File: src/hw/mmp_cfg.svh
// Offsets, field positions, reset values and fixed pages of the paging register bank
`ifndef MMP_CFG_SVH
`define MMP_CFG_SVH
`define MMP_OFS_RSVD_A   16'h000A
`define MMP_OFS_MODE     16'h000B
`define MMP_OFS_RSVD_B   16'h0010
`define MMP_OFS_DIRECT   16'h0011
`define MMP_OFS_RSVD_C   16'h0012
`define MMP_OFS_RSVD_D   16'h0013
`define MMP_OFS_RSVD_E   16'h0014
`define MMP_OFS_PAGE     16'h0015
`define MMP_MODE_BIT     7
`define MMP_DIRECT_RST   8'h00
`define MMP_PAGE_RST     4'hE
`define MMP_PAGE_LO      4'hC
`define MMP_PAGE_MID     4'hD
`define MMP_PAGE_HI      4'hF
`endif

File: src/hw/mmp_pkg.sv
// Types of the paging register bank
package mmp_pkg;
  typedef enum logic [1:0] {
    MMP_ST_RESET = 2'b00,
    MMP_ST_RUN   = 2'b01
  } mmp_phase_t;

  typedef struct packed {
    logic       sel;
    logic       wr;
    logic [15:0] addr;
    logic [7:0] wdata;
  } mmp_bus_t;

  typedef struct packed {
    mmp_phase_t phase;
    logic       mode_select_bit;
    logic       mode_lock;
    logic [7:0] direct_page_index_bits;
    logic       direct_written;
    logic [3:0] page_index_bits;
    logic [7:0] rdata;
  } mmp_state_t;
endpackage

File: src/hw/mmp_regs.sv
// Mode, direct-page and program-page register bank with address expansion
`timescale 1ns/1ps
`include "mmp_cfg.svh"

// Notes on behaviour
// - Mode follows pin during reset; pin level latched into mode bit on the first clock edge after release.
// - Out of reset the mode bit, not the pin, sets the operating mode.
// - Disallowed mode write keeps bit and locks further writes, unless in special mode.
// - All mode register writes are ignored while secured.
// - Mode register always readable; writes change the bit only for allowed transitions.
// - Direct register writable anytime in special mode, only first write in normal.
// - Direct index forms address bits 15 to 8 above the low byte.
// - Direct page is 256 bytes, same in global and local mapping.
// - Page bits pick the 16 kB flash block seen at 0x8000 to 0xBFFF.
// - Page register always read/write; upper four bits read zero.
// - CPU call/return path updates the page register within the instruction.
// - Local 0x0000 to 0x3FFF maps to flash page 0x0C.
// - Local 0x4000 to 0x7FFF maps to flash page 0x0D.
// - Local 0xC000 to 0xFFFF maps to flash page 0x0F.
// - Page register resets to 0x0E giving linear flash after reset.
// - Normal single-chip mode runs application code without an external bus.
// - Special mode lets background debug control the CPU, waiting on the serial pin.
// - Special mode enters background debug state after every reset.
module mmp_regs
  import mmp_pkg::*;
(
  input  wire logic        mclk,
  input  wire logic        rst,
  input  wire logic        mode_pin,
  input  wire logic        secured,
  input  wire mmp_bus_t    bus,
  input  wire logic        call_page_wr,
  input  wire logic [3:0]  call_page_val,
  input  wire logic [7:0]  direct_low_byte,
  input  wire logic [15:0] local_addr,
  output logic [7:0]       rdata,
  output logic             normal_single_chip,
  output logic             external_bus_en,
  output logic             background_debug_state,
  output logic [15:0]      direct_addr,
  output logic [17:0]      global_addr
);

  mmp_state_t st_r;
  mmp_state_t st_nxt;
  logic       mode_eff;
  logic       wr_mode;
  logic       wr_dir;
  logic       wr_page;
  logic       new_mode;
  logic       allowed;
  logic [3:0] page_sel;

  ////////////////////////////////////////////////////////////////////////////
  // Mode: pin while in reset phase, stored bit afterwards (1 = special)
  assign mode_eff = (st_r.phase == MMP_ST_RESET) ? mode_pin : st_r.mode_select_bit;
  assign wr_mode  = bus.sel && bus.wr && bus.addr == `MMP_OFS_MODE;
  assign wr_dir   = bus.sel && bus.wr && bus.addr == `MMP_OFS_DIRECT;
  assign wr_page  = bus.sel && bus.wr && bus.addr == `MMP_OFS_PAGE;
  assign new_mode = bus.wdata[`MMP_MODE_BIT];
  // Only special to normal is a legal change; rewriting same value is harmless
  assign allowed  = (new_mode == st_r.mode_select_bit) || (st_r.mode_select_bit && !new_mode);

  always_comb begin
    st_nxt = st_r;
    if (st_r.phase == MMP_ST_RESET) begin
      // First edge after release catches the strap
      st_nxt.phase           = MMP_ST_RUN;
      st_nxt.mode_select_bit = mode_pin;
    end else begin
      if (wr_mode && !secured && !st_r.mode_lock) begin
        if (allowed) begin
          st_nxt.mode_select_bit = new_mode;
        end else if (!st_r.mode_select_bit) begin
          st_nxt.mode_lock = 1'b1;
        end
      end
      if (wr_dir && (st_r.mode_select_bit || !st_r.direct_written)) begin
        st_nxt.direct_page_index_bits = bus.wdata;
        st_nxt.direct_written         = 1'b1;
      end
      // CPU call/return path wins over a bus write in the same cycle
      if (call_page_wr) begin
        st_nxt.page_index_bits = call_page_val;
      end else if (wr_page) begin
        st_nxt.page_index_bits = bus.wdata[3:0];
      end
    end
    st_nxt.rdata = 8'h00;
    if (bus.sel && !bus.wr) begin
      unique case (bus.addr)
        `MMP_OFS_MODE:   st_nxt.rdata = {mode_eff, 7'h00};
        `MMP_OFS_DIRECT: st_nxt.rdata = st_r.direct_page_index_bits;
        `MMP_OFS_PAGE:   st_nxt.rdata = {4'h0, st_r.page_index_bits};
        default:         st_nxt.rdata = 8'h00;
      endcase
    end
  end

  always_ff @(posedge mclk or posedge rst) begin
    if (rst) begin
      st_r.phase                  <= MMP_ST_RESET;
      st_r.mode_select_bit        <= 1'b0;
      st_r.mode_lock              <= 1'b0;
      st_r.direct_page_index_bits <= `MMP_DIRECT_RST;
      st_r.direct_written         <= 1'b0;
      st_r.page_index_bits        <= `MMP_PAGE_RST;
      st_r.rdata                  <= 8'h00;
    end else begin
      st_r <= st_nxt;
    end
  end

  ////////////////////////////////////////////////////////////////////////////
  // Mode outputs and address expansion
  assign rdata                  = st_r.rdata;
  assign normal_single_chip     = !mode_eff;
  assign external_bus_en        = 1'b0;
  // Debug logic holds the CPU until released externally; flag only marks mode
  assign background_debug_state = mode_eff;
  assign direct_addr            = {st_r.direct_page_index_bits, direct_low_byte};

  always_comb begin
    unique case (local_addr[15:14])
      2'b00: page_sel = `MMP_PAGE_LO;
      2'b01: page_sel = `MMP_PAGE_MID;
      2'b10: page_sel = st_r.page_index_bits;
      2'b11: page_sel = `MMP_PAGE_HI;
    endcase
  end
  assign global_addr = {page_sel, local_addr[13:0]};

  ////////////////////////////////////////////////////////////////////////////
  property p_latch;
    @(posedge mclk) disable iff (rst)
      st_r.phase == MMP_ST_RESET |=> st_r.mode_select_bit == $past(mode_pin);
  endproperty
  a_latch: assert property (p_latch) else $error("mode pin not latched");

  property p_secure;
    @(posedge mclk) disable iff (rst)
      st_r.phase == MMP_ST_RUN && secured && !call_page_wr |=> $stable(st_r.mode_select_bit);
  endproperty
  a_secure: assert property (p_secure) else $error("mode changed while secured");

  property p_lock;
    @(posedge mclk) disable iff (rst)
      st_r.mode_lock |=> $stable(st_r.mode_select_bit);
  endproperty
  a_lock: assert property (p_lock) else $error("locked mode bit changed");

  property p_nomode_up;
    @(posedge mclk) disable iff (rst)
      st_r.phase == MMP_ST_RUN && !st_r.mode_select_bit |=> !st_r.mode_select_bit;
  endproperty
  a_nomode_up: assert property (p_nomode_up) else $error("illegal normal to special");

  property p_dir_once;
    @(posedge mclk) disable iff (rst)
      st_r.direct_written && !st_r.mode_select_bit |=> $stable(st_r.direct_page_index_bits);
  endproperty
  a_dir_once: assert property (p_dir_once) else $error("direct rewritten in normal");

  property p_call;
    @(posedge mclk) disable iff (rst)
      st_r.phase == MMP_ST_RUN && call_page_wr |=> st_r.page_index_bits == $past(call_page_val);
  endproperty
  a_call: assert property (p_call) else $error("call page update lost");

  property p_page_rd;
    @(posedge mclk) disable iff (rst)
      bus.sel && !bus.wr && bus.addr == `MMP_OFS_PAGE |=> rdata[7:4] == 4'h0;
  endproperty
  a_page_rd: assert property (p_page_rd) else $error("page upper bits not zero");

  property p_window;
    @(posedge mclk) disable iff (rst)
      local_addr[15:14] == 2'b10 |-> global_addr[17:14] == st_r.page_index_bits;
  endproperty
  a_window: assert property (p_window) else $error("window page wrong");

  property p_fixed;
    @(posedge mclk) disable iff (rst)
      local_addr[15:14] == 2'b11 |-> global_addr[17:14] == `MMP_PAGE_HI;
  endproperty
  a_fixed: assert property (p_fixed) else $error("top page not fixed");

endmodule

File: config.mk
export PLATFORM = sky130hd
export DESIGN_NAME = mmp_regs
export DESIGN_NICKNAME = d
export VERILOG_FILES = /design/src/hw/mmp_pkg.sv /design/src/hw/mmp_regs.sv
export VERILOG_INCLUDE_DIRS = /design/src /design/src/hw
export SDC_FILE = /design/constraint.sdc
export NUM_CORES = 1
export LEC_CHECK = 0
export BUFFER_PORTS_ARGS = -buffer_cell sky130_fd_sc_hd__buf_2
export CAP_MARGIN = 30
export CORE_MARGIN = 10
export CORE_UTILIZATION = 41
export CTS_BUF_LIST = sky130_fd_sc_hd__clkbuf_16
export DETAILED_ROUTE_END_ITERATION = 8
export GPL_TIMING_DRIVEN = 0
export PLACE_DENSITY = 0.92
export SYNTH_ARGS = -nofsm -noshare
export SYNTH_HDL_FRONTEND = slang
export SYNTH_SLANG_ARGS = --single-unit
File: constraint.sdc
create_clock -name mclk -period 1.8 [get_ports mclk]
set_input_delay 0.54 -clock mclk [delete_from_list [all_inputs] [get_ports mclk]]
set_output_delay 0.54 -clock mclk [all_outputs]
set_load 0.005 [all_outputs]
==> results of run 1 <==
## what timing repair did
action | in CTS | in global routing
resized for setup | 8 | 10
endpoints found under the setup margin | 12 | 19
buffers inserted | 5 | 2
cloned | 1 | 0
pin swaps | 3 | 3
hold buffers | 0 | 0
## layout make-up
cell class	instances	area [um^2]	share of cell area [%]
Buffer	41	311.5	14.45
Clock inverter	1	30.03	1.393
Tap cell	46	57.56	2.670
Multi-Input combinational cell	60	578.1	26.81
Timing Repair Buffer	87	484.2	22.46
Clock buffer	3	75.07	3.482
Sequential cell	24	604.3	28.03
Inverter	4	15.01	0.6965
## through the flow
stage	total power, mW	setup WS, ns	TNS [ns]	std cells
6_report	1.428	-0.06184	-0.4422	266
5_1_grt	1.480	-0.09744	-0.9077	266
4_1_cts	1.434	-0.02064	-0.06498	264
3_5_place_dp	0.7894	-0.4927	-5.011	254
3_3_place_gp	0.7820	-0.4768	-4.435	254
2_1_floorplan	0.6908	-0.07977	-0.8170	129
## placed cells by master (no fill, tap or decap), types with 2 or more instances in the layout
cell and n:
mux2_2 8, mux2i_1 4, or3_4 2, inv_1 4
dfrtp_1 21, nand4b_1 3, nor4_4 2, and2_1 3
nand2_1 3, nor2_1 3, buf_4 46, dfstp_2 3
buf_2 75, mux2_4 8, buf_6 5, nor3_2 2
clkbuf_16 3, or3b_4 2, conb_1 2, nor3_1 2
## cell families (layout without fill, tap and decap cells)
group	Yosys count	after routing
buffers and inverters	45	136
and+or+nand+nor	31	31
DFF	24	24
muxes	20	20
AOI/OAI and AO/OA	7	7
other	2	2
## worst max-delay path by stage
stage	to	depth (start not counted)	from
4_1_cts	direct_addr[11]$_DFFE_PP0P_	6	bus[23]
5_1_grt	direct_addr[9]$_DFFE_PP0P_	6	bus[16]
2_1_floorplan	st_r[8]$_DFFE_PP0P_	4	bus[20]
6_report	direct_addr[11]$_DFFE_PP0P_	6	bus[23]
3_5_place_dp	st_r[8]$_DFFE_PP0P_	5	bus[20]
3_3_place_gp	st_r[8]$_DFFE_PP0P_	5	bus[20]
## power breakdown
part | total (mW) | internal, mW | switching, mW
Clock | 0.633 | 0.442 | 0.191
Combinational | 0.216 | 0.132 | 0.0833
Sequential | 0.579 | 0.564 | 0.0155
## flip-flops by register name (all words and copies together) (netlist names)
signal / flops
direct_addr: 8
rdata: 8
st_r: 8
## critical path, delay by kind of cell
family / cells / cell delay (ns)
AND/OR/NAND/NOR: 3 / 0.91
multiplexers: 1 / 0.29
buffers and inverters: 2 / 0.26
## metal layers
| layer | wire [um] | part of all wire [%] | global-route usage, % | vias to the layer above |
|---|---|---|---|---|
| met5 | 0 | 0 | 0 | - |
| met4 | 23 | 0.54 | 3.226 | 0 |
| met3 | 458 | 11 | 5.856 | 3 |
| met2 | 2315 | 55 | 22.76 | 60 |
| met1 | 1430 | 34 | 11.90 | 552 |
| li1 | - | - | - | 576 |
==> metrics.md, run 1 <==
| Metric | Value |
|---|---|
| Status | `finished with violations` |
| Failing checks | `negative setup slack` |
| Fin worst setup slack | `-0.06184 ns` |
| Antenna cell count | `0` |
| Final Wtd Congestion | `0.7250` |
| Routed wire length | `between 4000 and 5000 um` |
| Ys flop type | `dfrtp_1` |
| Slew Limit Fails | `0` |
| Leading area contributor after synthesis | `dfrtp_1` |
| Cell leakage power | `between 1 and 1.5 nW` |
| Initial DRC Count | `57` |
| R2R setup slack | `0.23 ns` |
| Reg2Reg Capture Point | `direct_addr[11]$_DFFE_PP0P_` |
| Crit path arrival time | `2.01 ns` |
| Most instantiated cells after synthesis | `buf_4 (39), dfrtp_1 (21), mux2_2 (8), mux2_4 (8)` |
| Post-synthesis mux area share | `17.35%` |
| Final hold vios | `0` |
| Vias | `1,191` |
| Critical path launch point type | `primary input` |
| Maximum clock rate | `around 540 MHz` |
| Syn_nets | `roughly 190` |
| Critical Path RT | `1.95 ns` |
| Post-synth EDFFs | `0` |
| Synth Register Bits | `24` |
| Crit path max fanout | `5` |
| Worst-path clk slew | `approximately 0.060 ns` |
| IO Port Bufs | `79` |
| Post-Synth Adder-Cell Area | `0%` |
| First-pass GRT wire length | `6341 um` |
| Share of the synthesized area in the top cell type | `between 30% and 40%` |
| Total GRT Usage | `12.29%` |
| Vias in the first global route | `1,309` |
| Std cell rows | `21` |
| Post-route ant nets | `0` |
| Hold Path Class | `in2async` |
| Initial Utilization | `42.89%` |
| Antenna violations before repair | `0` |
| Tmin final | `1.862 ns` |
| Clk sinks | `24` |
| Post-DP HPWL | `3352 um` |
| Total grt overflow | `0` |
| # setup viols final | `9` |
| Die Span X | `79.32 um` |
| CTS Buf Count | `3` |
| Root buffer cell | `clkbuf_16` |
| Share of cells above drive strength 1 | `roughly three quarters` |
| Syn avg cell area | `11.18 um^2` |
| Layout Skew | `0.003582 ns` |
| Worst r2r path cells | `4` |
| Wirelength per Cell | `15.89 um` |
| Sequential area share after synthesis | `about two fifths` |
| Area Overhead vs Synth | `49.44%` |
| Die height | `79.32 um` |
| Yosys cell types | `35` |
| Crit path cell chain | `buf_2, nor4b_4, nand4b_1, or3_4, buf_8, mux2_4` |
| Core Util, Final | `64.10%` |
| Number of max-cap violations | `0` |
| Synthesis Warnings | `0` |
| Final hold slack | `0.4586 ns` |
| Fill cells | `~270` |
| Core footprint | `0.003363 mm^2` |
| Largest family of logic cells by synthesized area | `buffers and inverters` |
| DIE AREA | `0.006291 mm^2` |
| Critical Path Sink Type | `register` |
| CTS Buffer Depth | `2` |
| Max-slew headroom | `between 40% and 50%` |
| Slowest Stage Delay on Critical Path | `0.42 ns` |
| Largest net degree at the start of global routing | `25` |
| Cell area after layout | `between 0.002 and 0.0025 mm^2` |
| Area of the mapped netlist | `0.001443 mm^2` |
| PwrDens | `between 600 and 700 mW/mm^2` |
| RSZ-0062 raised after global routing | `true` |
| Worst vdd ir | `0.0003145 V` |
| Slowest-stage cell, CP | `or3_4` |
| Gate count of the mapped netlist | `roughly 130` |
| Simple-gate area share of the yosys netlist | `14.57%` |
| XOR/XNOR Fraction of Synth Area | `0%` |
| Worst reg2reg startpoint | `st_r[23]$_DFFE_PP0N_` |
| Most common cell in the synthesized netlist | `buf_4` |
| Compound-Gate Fraction of Synth Area | `3.296%` |
| Worst skew pair latency | `0.26 ns` |
| Post-DP Area | `approximately 0.0019 mm^2` |
| Nets | `280` |
| Residual DRC | `0` |
| CP Class | `in2reg` |
| Async S/R FF share, synth | `100.0%` |
| Worst slew pin tran | `0.8758 ns` |
| Crit share post-route | `103.4%` |
| Via/cell ratio | `4.477` |
| H-tree depth | `1` |
| TritonCTS clock tree | `done` |
| Router iterations before antenna repair | `4` |
| Synth area leaders | `dfrtp_1 (36%), buf_4 (20%), mux2_4 (8.3%)` |
| Ports | `between 100 and 150` |
(Power assumes the default switching activity.)
==> run 2: changes to the inputs <==
--- a/config.mk
+++ b/config.mk
@@ -14,6 +14,7 @@
 export DETAILED_ROUTE_END_ITERATION = 8
 export GPL_TIMING_DRIVEN = 0
 export PLACE_DENSITY = 0.92
+export SETUP_SLACK_MARGIN = 0.05
 export SYNTH_ARGS = -nofsm -noshare
 export SYNTH_HDL_FRONTEND = slang
 export SYNTH_SLANG_ARGS = --single-unit
==> run 2 against run 1 <==
Effect of this change:
- global-route usage is 1.2 points higher
- sequential share of layout area decreased by 0.45 points
- hold slack worse by 0.0026 ns
- critical path depth did not move
- the flow still finishes with violations (negative setup slack)
- critical endpoint is now direct_addr[15]$_DFFE_PP0P_
- clock skew down 0.00069 ns
- setup slack better by 0.023 ns
==> metrics.md, run 2 (synthesis gave the netlist of run 1 again) <==
| Metric | Value |
|---|---|
| Worst skew pair latency | `0.26 ns` |
| Failing checks | `negative setup slack` |
| Crit path max fanout | `5` |
| Fin worst setup slack | `-0.03908 ns` |
| Ports | `104` |
| TritonCTS clock tree | `done` |
| Share of cells above drive strength 1 | `between 70% and 80%` |
| Residual DRC | `0` |
| Critical Path RT | `1.94 ns` |
| Post-DP HPWL | `between 3000 and 4000 um` |
| Hold Path Class | `reg2reg` |
| Antenna cell count | `0` |
| Number of max-cap violations | `0` |
| Buffers & Inverters on Critical Path | `2` |
| H-tree depth | `1` |
| Hold path depth | `2` |
| DIE AREA | `0.006291 mm^2` |
| Final Wtd Congestion | `0.7211` |
| Pre-CTS setup slack | `-0.5203 ns` |
| Worst vdd ir | `0.0004630 V` |
| Std cell rows | `21` |
| RSZ-0062 raised after global routing | `true` |
| Antenna violations before repair | `0` |
| Fill cells | `about 280` |
| Largest net degree at the start of global routing | `25` |
| Critical path launch point type | `primary input` |
| Slowest-stage cell, CP | `or3_4` |
| Worst r2r path cells | `4` |
| Clk sinks | `24` |
| PwrDens | `between 600 and 700 mW/mm^2` |
| Cell area after layout | `0.002191 mm^2` |
| Via/cell ratio | `4.594` |
| Worst-path clk slew | `0.06 ns` |
| Top cell by count, worst path | `buf_8` |
| Router iterations before antenna repair | `4` |
| Die height | `79.32 um` |
| Post-DP Area | `0.001904 mm^2` |
| Core footprint | `approximately 0.0034 mm^2` |
| Initial DRC Count | `50` |
| Crit path cell chain | `buf_8, nor4b_4, nand4b_1, or3_4, buf_8, mux2_4` |
| Leading cell type in the layout, fill and taps excluded | `buf_2` |
| Slowest Stage Delay on Critical Path | `0.43 ns` |
| Final hold vios | `0` |
| Nets | `280` |
| Crit path arrival time | `1.98 ns` |
| Tmin final | `1.839 ns` |
| Initial Utilization | `42.89%` |
| Root buffer cell | `clkbuf_16` |
| Critical Path Sink Type | `register` |
| WP depth | `6` |
| Die Span X | `79.32 um` |
| Maximum clock rate | `543.7 MHz` |
| Final hold slack | `0.4560 ns` |
| Status | `finished with violations` |
| Slew Limit Fails | `0` |
| Layout Skew | `0.002892 ns` |
| CTS Buffer Depth | `2` |
| Worst slew pin tran | `0.9034 ns` |
| CTS Buf Count | `3` |
| Total GRT Usage | `approximately 13%` |
| CP Class | `in2reg` |
| Vias | `1,222` |
| Total grt overflow | `0` |
| Wirelength per Cell | `17.20 um` |
| Routed wire length | `4576 um` |
| CP delay by family, top | `simple AND/OR/NAND/NOR gates` |
| Max-slew headroom | `39.71%` |
| Cell leakage power | `1.238 nW` |
| Crit share post-route | `102.2%` |
| Vias in the first global route | `1,351` |
| Area Overhead vs Synth | `51.86%` |
| # setup viols final | `8` |
| First-pass GRT wire length | `roughly 6800 um` |
| Post-route ant nets | `0` |
| IO Port Bufs | `79` |
| Most frequent cells in the layout | `buf_2 (74), buf_4 (45), dfrtp_1 (21), mux2_4 (11), buf_6 (6)` |
run 2: cell types whose count changed in the layout (fill, tap and decap cells not counted):
cell | previous run | this run
buf_2 | 75 | 74
nor2_2 | 1 | 0
buf_6 | 5 | 6
buf_4 | 46 | 45
nor3_4 | 0 | 2
nor2_1 | 3 | 4
buf_8 | 1 | 2
mux2_4 | 8 | 11
nor3_2 | 2 | 0
mux2_2 | 8 | 5
run 2: final timing paths:
kind	from	endpoint	slack, ns
min in group asynchronous	rst	rdata[6]$_DFF_PP0_	0.47
min	st_r[12]$_DFFE_PP0P_	st_r[12]$_DFFE_PP0P_	0.46
max	bus[23]	direct_addr[15]$_DFFE_PP0P_	-0.04
max reg2reg	st_r[23]$_DFFE_PP0N_	direct_addr[15]$_DFFE_PP0P_	0.20
max in group asynchronous	rst	direct_addr[9]$_DFFE_PP0P_	0.78
min reg2reg	st_r[12]$_DFFE_PP0P_	st_r[12]$_DFFE_PP0P_	0.46
run 2: report_power, final:
part           switching [mW]  leakage (nW)  internal [mW]  total, mW
registers              0.0156         0.313          0.564      0.579
clock network           0.188        0.0511          0.442      0.630
logic                  0.0879         0.873          0.140      0.228
run 2: cell type report:
cell class | count | area (um^2) | area share, %
inverter | 4 | 15.01 | 0.6853
sequential | 24 | 604.3 | 27.58
multi-input combinational | 60 | 599.3 | 27.36
tap | 46 | 57.56 | 2.627
timing repair buffer | 87 | 498.0 | 22.73
clock inverter | 1 | 30.03 | 1.371
buffer | 41 | 311.5 | 14.22
clock buffer | 3 | 75.07 | 3.427
run 2: per-layer routing:
metal / up-vias / part of all wire [%] / GRT usage [%]
met5: - / 0 / 0
met4: 0 / 0.94 / 4.301
met3: 4 / 9.7 / 5.068
met2: 55 / 54 / 25.37
met1: 583 / 36 / 13.20
li1: 580 / - / -
run 2: worst min-delay path: cells and delay by family (launching register included):
kind / cells / cell delay, ns
DFF: 1 / 0.33
buffers and inverters: 1 / 0.05
and+or+nand+nor: 1 / 0.05
run 2: repair_timing:
action,CTS,global route
endpoints found under the setup margin,16,22
buffers inserted,5,2
hold buffers,0,0
gates resized for setup,18,7
pin swaps,6,6
cloned,1,0
endpoints found under the hold margin,0,0
run 2: per-stage QoR:
stage / total power, mW / cells / TNS, ns / utilization (%)
finish: 1.438 / 266 / -0.1917 / 65.14
global route: 1.481 / 266 / -0.4285 / 65.14
CTS: 1.431 / 264 / -0.00008216 / 63.62
detailed placement: 0.7885 / 254 / -5.221 / 56.62
global placement: 0.7821 / 254 / -4.432 / 56.62
floorplan: 0.6908 / 129 / -0.8170 / -
